[config.mk]
export PLATFORM = sky130hd
export DESIGN_NAME = add_status_datapath
export DESIGN_NICKNAME = d
export VERILOG_FILES = /design/src/core/alu_pkg.sv /design/src/core/adder8.sv /design/src/core/add_status_datapath.sv
export SDC_FILE = /design/constraint.sdc
export NUM_CORES = 1
export LEC_CHECK = 0
export ABC_AREA = 0
export BUFFER_PORTS_ARGS = -buffer_cell sky130_fd_sc_hd__buf_4
export CAP_MARGIN = 20
export CORE_MARGIN = 2
export CORE_UTILIZATION = 46
export DETAILED_ROUTE_END_ITERATION = 12
export PLACE_DENSITY = 0.86
export SYNTH_ARGS = -nofsm -noshare
export SYNTH_HDL_FRONTEND = slang
export SYNTH_HIERARCHICAL = 1
export SYNTH_SLANG_ARGS = --single-unit
[constraint.sdc]
create_clock -name clk_sys -period 13.55 [get_ports clk_sys]
set_input_delay 2.71 -clock clk_sys [delete_from_list [all_inputs] [get_ports clk_sys]]
set_output_delay 2.71 -clock clk_sys [all_outputs]
set_load 0.05 [all_outputs]
[src/core/alu_pkg.sv]
// package: constants, opcodes and carriers for the add and status datapath
package alu_pkg;
    // ==========================================
    // widths
    localparam int DATA_W = 8;
    localparam int ADDR_W = 7;
    localparam int BIT_W = 3;
    localparam logic [6:0] RPAGE_LAST = 7'h1f;
    // ==========================================
    // flag positions in the status vector
    localparam int FLAG_C_POS = 0;
    localparam int FLAG_HC_POS = 1;
    localparam int FLAG_Z_POS = 2;
    localparam int HALF_POS = 4;
    // ==========================================
    // reset values and destination select codes
    localparam logic [7:0] ACC_RST = 8'h00;
    localparam logic FLAG_RST = 1'b0;
    localparam logic PWRDN_RST = 1'b1;
    localparam logic TO_RST = 1'b1;
    localparam logic DEST_ACC = 1'b0;
    localparam logic DEST_REG = 1'b1;

    // ==========================================
    // decoded operation
    typedef enum logic [7:0] {
        OP_NONE = 8'h01,
        OP_ADD_REG_CARRY = 8'h02,
        OP_ADD_REG = 8'h04,
        OP_ADD_IMM_CARRY = 8'h08,
        OP_ADD_IMM = 8'h10,
        OP_AND_REG = 8'h20,
        OP_BIT_CLEAR = 8'h40,
        OP_SPECIAL = 8'h80
    } op_t;

    // ==========================================
    // one decoded instruction from the sequencer
    typedef struct packed {
        logic valid;
        op_t op;
        logic [6:0] reg_addr;
        logic dest_sel;
        logic [2:0] bit_sel;
        logic [7:0] imm;
        logic watchdog_clear_instr;
        logic sleep_instr;
    } instr_t;

    // register file write request
    typedef struct packed {
        logic we;
        logic [6:0] addr;
        logic [7:0] data;
    } reg_wr_t;

    // arithmetic flags
    typedef struct packed {
        logic zero;
        logic half_carry;
        logic carry;
    } flags_t;
endpackage

[src/core/adder8.sv]
// leaf: 8-bit adder with carry-in, half-carry and carry out
`timescale 1ns/1ps
module adder8
    import alu_pkg::*;
#(
    parameter int WIDTH = DATA_W
) (
    input wire logic [WIDTH-1:0] a,
    input wire logic [WIDTH-1:0] b,
    input wire logic cin,
    output logic [WIDTH-1:0] sum,
    output logic half_carry,
    output logic carry
);
    logic [WIDTH:0] full;
    logic [HALF_POS:0] low;

    // =====================================
    // sums
    // the low nibble sum gives the carry out of bit 3
    always_comb begin
        full = {1'b0, a} + {1'b0, b} + {{WIDTH{1'b0}}, cin};
        low = {1'b0, a[HALF_POS-1:0]} + {1'b0, b[HALF_POS-1:0]}
            + {{HALF_POS{1'b0}}, cin};
        sum = full[WIDTH-1:0];
        carry = full[WIDTH];
        half_carry = low[HALF_POS];
    end
endmodule

[src/core/add_status_datapath.sv]
// main: add, and, bit clear datapath with arithmetic and power flags
`timescale 1ns/1ps
// Function
// - power-down flag: one at reset/clear, zero sleep
// - timeout flag set by reset, clear, sleep
// - timeout flag cleared on watchdog expiry
// - register page addresses run zero to 1f
// - destination bit zero accumulator, one register
// - register add with carry, flags, one cycle
// - register add without carry, flags, one cycle
// - immediate add with carry into accumulator
// - immediate add without carry into accumulator
// - register and, zero flag only
// - bit clear, flags untouched
// - carry flag is carry out of msb
module add_status_datapath
    import alu_pkg::*;
(
    input wire logic clk_sys,
    input wire logic rst,
    input wire instr_t instr,
    input wire logic [7:0] reg_rd_data,
    input wire logic watchdog_expired,
    output logic [6:0] reg_rd_addr,
    output reg_wr_t reg_wr,
    output logic [7:0] accumulator,
    output flags_t flags,
    output logic power_down_flag,
    output logic timeout_flag,
    output logic rpage_hit
);
    logic [7:0] acc_reg;
    logic [7:0] acc_next;
    flags_t flags_reg;
    flags_t flags_next;
    logic pd_reg;
    logic pd_next;
    logic to_reg;
    logic to_next;
    reg_wr_t wr_reg;
    reg_wr_t wr_next;
    logic [7:0] add_b;
    logic add_cin;
    logic [7:0] add_sum;
    logic add_hc;
    logic add_c;
    logic [7:0] result;
    logic is_add;
    logic to_acc;

    // =====================================
    // register read port
    // read address passes straight to the file so the operand is ready
    assign reg_rd_addr = instr.reg_addr;
    // operands in the low page are special function registers
    assign rpage_hit = (instr.reg_addr <= RPAGE_LAST);

    // =====================================
    // adder operand selection
    always_comb begin
        add_b = reg_rd_data;
        add_cin = 1'b0;
        is_add = 1'b0;
        case (instr.op)
            OP_ADD_REG_CARRY: begin
                add_cin = flags_reg.carry;
                is_add = 1'b1;
            end
            OP_ADD_REG: begin
                is_add = 1'b1;
            end
            OP_ADD_IMM_CARRY: begin
                add_b = instr.imm;
                add_cin = flags_reg.carry;
                is_add = 1'b1;
            end
            OP_ADD_IMM: begin
                add_b = instr.imm;
                is_add = 1'b1;
            end
            default: begin
                is_add = 1'b0;
            end
        endcase
    end

    adder8 #(
        .WIDTH(DATA_W)
    ) u_adder (
        .a(acc_reg),
        .b(add_b),
        .cin(add_cin),
        .sum(add_sum),
        .half_carry(add_hc),
        .carry(add_c)
    );

    // =====================================
    // result, destination and flag next values
    always_comb begin
        acc_next = acc_reg;
        flags_next = flags_reg;
        wr_next = '0;
        wr_next.addr = instr.reg_addr;
        result = add_sum;
        to_acc = 1'b1;
        if (instr.valid) begin
            case (instr.op)
                OP_ADD_REG_CARRY, OP_ADD_REG: begin
                    result = add_sum;
                    to_acc = (instr.dest_sel == DEST_ACC);
                end
                OP_ADD_IMM_CARRY, OP_ADD_IMM: begin
                    result = add_sum;
                    to_acc = 1'b1;
                end
                OP_AND_REG: begin
                    result = acc_reg & reg_rd_data;
                    to_acc = (instr.dest_sel == DEST_ACC);
                end
                OP_BIT_CLEAR: begin
                    result = reg_rd_data;
                    result[instr.bit_sel] = 1'b0;
                    to_acc = 1'b0;
                end
                default: begin
                    result = acc_reg;
                    to_acc = 1'b1;
                end
            endcase
            if (instr.op != OP_NONE && instr.op != OP_SPECIAL) begin
                if (to_acc) begin
                    acc_next = result;
                end else begin
                    wr_next.we = 1'b1;
                    wr_next.data = result;
                end
            end
            // and touches zero only; bit clear touches nothing
            if (is_add) begin
                flags_next.zero = (result == 8'h00);
                flags_next.half_carry = add_hc;
                flags_next.carry = add_c;
            end else if (instr.op == OP_AND_REG) begin
                flags_next.zero = (result == 8'h00);
            end
        end
    end

    // =====================================
    // power and timeout status next values
    // expiry wins over a clear or sleep in the same cycle for the
    // timeout flag (power-down still follows the instruction) so a
    // watchdog restart is never hidden
    always_comb begin
        pd_next = pd_reg;
        to_next = to_reg;
        if (instr.valid && instr.op == OP_SPECIAL) begin
            if (instr.watchdog_clear_instr) begin
                pd_next = 1'b1;
                to_next = 1'b1;
            end else if (instr.sleep_instr) begin
                pd_next = 1'b0;
                to_next = 1'b1;
            end
        end
        if (watchdog_expired) begin
            to_next = 1'b0;
        end
    end

    // =====================================
    // state registers
    always_ff @(posedge clk_sys) begin
        if (rst) begin
            acc_reg <= ACC_RST;
            flags_reg <= '{FLAG_RST, FLAG_RST, FLAG_RST};
            pd_reg <= PWRDN_RST;
            to_reg <= TO_RST;
            wr_reg <= '0;
        end else begin
            acc_reg <= acc_next;
            flags_reg <= flags_next;
            pd_reg <= pd_next;
            to_reg <= to_next;
            wr_reg <= wr_next;
        end
    end

    // =====================================
    // outputs from flip-flops
    assign accumulator = acc_reg;
    assign flags = flags_reg;
    assign power_down_flag = pd_reg;
    assign timeout_flag = to_reg;
    assign reg_wr = wr_reg;
endmodule

==> results by group <==
Setup path
  • CP endpoint kind: flop
  • WS Path Type: in -> reg
  • Crit path max fanout: 10
  • Startpoint class of the critical path: input port
  • FF-to-FF path depth: 10
  • Crit path DAT: 6.62 ns
  • WP data required: 13.75 ns

GRT
  • Initial antenna violation count: 0
  • Layer carrying the most global-route usage: met2
  • Gr usage total: 0.227
  • Global-route met3 utilization: 0.0683
  • First-pass GRT wire length: 7740 µm
  • Vias in the first global route: 1667
  • Met1 GRT Util: 0.275
  • Global route overflow: 0
  • Pin count of the biggest net entering global routing: 22
  • Met2 track demand over resource: 0.376

Hold path
  • WHS Path Cells: 2
  • Hold/Removal Path Class: reg -> reg

Floorplanning
  • Die ar.: 0.00460 mm²
  • Rows: 23
  • Die H: 67.8 µm
  • Die X: 67.8 µm
  • Initial Util: 0.471
  • Core Area: 0.00397 mm²
  • I/O pin cnt: 78

Route
  • Routed Antenna Nets: 0
  • Drt pass-1 iters: 4
  • Post-route DRC: 0
  • DRT Wirelength: 4970 µm
  • Via-per-instance ratio: 5.76
  • Total number of vias: 1884
  • 1st-iter DRT viols: 100
  • Wire per inst: 15.2 µm

STA
  • Slew HR: 0.366
  • Max Freq: 156 MHz
  • Final slew viol count: 0
  • Hold slack: 0.452 ns
  • Tcrit/Tclk final: 0.473
  • Final min period: 6.41 ns
  • Count of final hold-check violations: 0
  • Setup TNS: 0 ns
  • Final setup viols: 0
  • Fin Clk Skew: 0.00671 ns
  • RSZ-0062 raised after global routing: no
  • Tightest Pin Transition: 0.943 ns

Final layout
  • Design Area, Final: 0.00255 mm²
  • Fill cells: 335
  • Share of cells above drive strength 1: 0.368
  • Area Overhead vs Synth: 36.1%
  • # nets final: 326
  • Max FFs per register: 16
  • Ant diodes: 0

CTS
  • Reg clk slew, reported paths: 0.06 ns
  • CTS tree: built
  • Clk sink count: 29
  • CTS root buf: clkbuf_8
  • Post_cts resized: 0
  • CTS buffer count: 5
  • Postcts setup bufs: 0
  • CTS max path bufs: 2
  • CTS H-tree depth: 2
  • Clk_lat worst skew: 0.28 ns
  • # hold bufs at CTS: 0

Synthesis
  • Main synth FF type: dfxtp_1
  • Post-Syn Area: 0.00187 mm²
  • Distinct cell type count after synthesis: 49
  • Syn Area/Cell: 9.09 µm²
  • Cell taking the most area after synthesis: dfxtp_1
  • Post-Synthesis Cells: 206
  • EDFF count, synth: 0
  • Synthesized flop and latch total: 29
  • Post-synth ARST share: 0
  • Seq/Total Area, Yosys: 0.310
  • Ys Warns: 6
  • Mapped Nets: 256
  • Area contributors post-synth: dfxtp_1, nor2b_1, mux2_2
  • Top cell type's share of synthesized area: 0.310

Place
  • Placed Area: 0.00243 mm²
  • Number of I/O port buffers: 77
  • Placer Congestion: 0.957
  • Final HPWL from detailed placement: 3840 µm

Run
  • Max Cap Violations: 0

Pwr
  • Pwr/cell area: 92.6 mW/mm²
  • Leak Pwr: 1.16 nW
  • Worst vdd ir: 0.0436 mV

Run status
  • Outcome: completed
kinds of logic after synthesis:
group / Yosys count / share of synthesized area
compound gates: 43 / 0.184
xor+xnor: 10 / 0.0468
simple gates: 87 / 0.274
fa+ha+maj: 9 / 0.0682
flops: 29 / 0.310
buf+inv: 16 / 0.0475
mux: 12 / 0.0695
final cells by class:
type / instances / area [µm²] / area share
clock buffers: 7 / 86.3 / 0.0339
repair buffers: 77 / 578 / 0.227
inverters: 2 / 7.51 / 0.00295
flip-flops and latches: 29 / 581 / 0.228
clock inverters: 1 / 30.0 / 0.0118
well taps: 50 / 62.6 / 0.0246
multi-input cells: 161 / 1200 / 0.472
metrics by stage:
stage	power, mW	utilization	cells	setup slack, ns
floorplan	0.124	-	206	7.39
global placement	0.144	0.612	319	6.95
detailed placement	0.144	0.612	319	6.88
CTS	0.237	0.641	327	7.18
global route	0.246	0.641	327	6.94
finish	0.236	0.641	327	7.14
cells in the mapped netlist, types with 5 or more instances:
cell      count
a221o_1       6
buf_4         7
ha_1          7
a21oi_1       8
nor2b_1      15
nand2_1      13
xnor2_1       5
xor2_1        5
a211oi_1      6
nor2_1       19
o2111a_1      8
mux2_2        8
nand3_1       8
dfxtp_1      29
worst max-delay path, stage by stage:
cell and delay, ns:
buf_4 0.14, nor4_1 0.34, and3_1 0.52, mux2_2 0.41, fa_1 0.45, fa_1 0.42, a21oi_1 0.15, nor2b_1 0.07
a31oi_1 0.23, xnor2_1 0.10, a221o_1 0.35, or4_1 0.52, o31ai_1 0.23
cell usage in the layout (no fill, tap or decap), drive strengths merged, types with 3 or more instances in the layout:
cell	count
a221o	6
xnor2	5
a21oi	9
and3	4
nor2	19
mux2i	4
ha	7
nand3	8
buf	77
a221oi	4
clkbuf	7
nand4	3
nor3	5
nor2b	15
nor4	4
o21ai	4
dfxtp	29
or2	3
nand2	13
a211oi	6
o2111a	8
xor2	5
mux2	8
report_power, final:
part	internal [mW]	total [mW]	switching [mW]
clock	0.0599	0.0928	0.0330
sequential	0.0875	0.0894	0.00184
combinational	0.0225	0.0538	0.0313
worst paths after layout:
path,from,endpoint,slack (ns)
min,flags[1],flags[1],0.45
max,instr[26],flags[2],7.14
max reg2reg,flags[0],flags[2],10.49
min reg2reg,flags[1],flags[1],0.45
routing by layer:
metal / routed length (µm) / up-vias / part of all wire
met2: 2260 / 116 / 0.46
li1: - / 912 / -
met4: 79 / 0 / 0.016
met5: 0 / - / 0
met1: 2060 / 850 / 0.41
met3: 565 / 6 / 0.11
No activity file was read; power rests on OpenSTA's default activity.
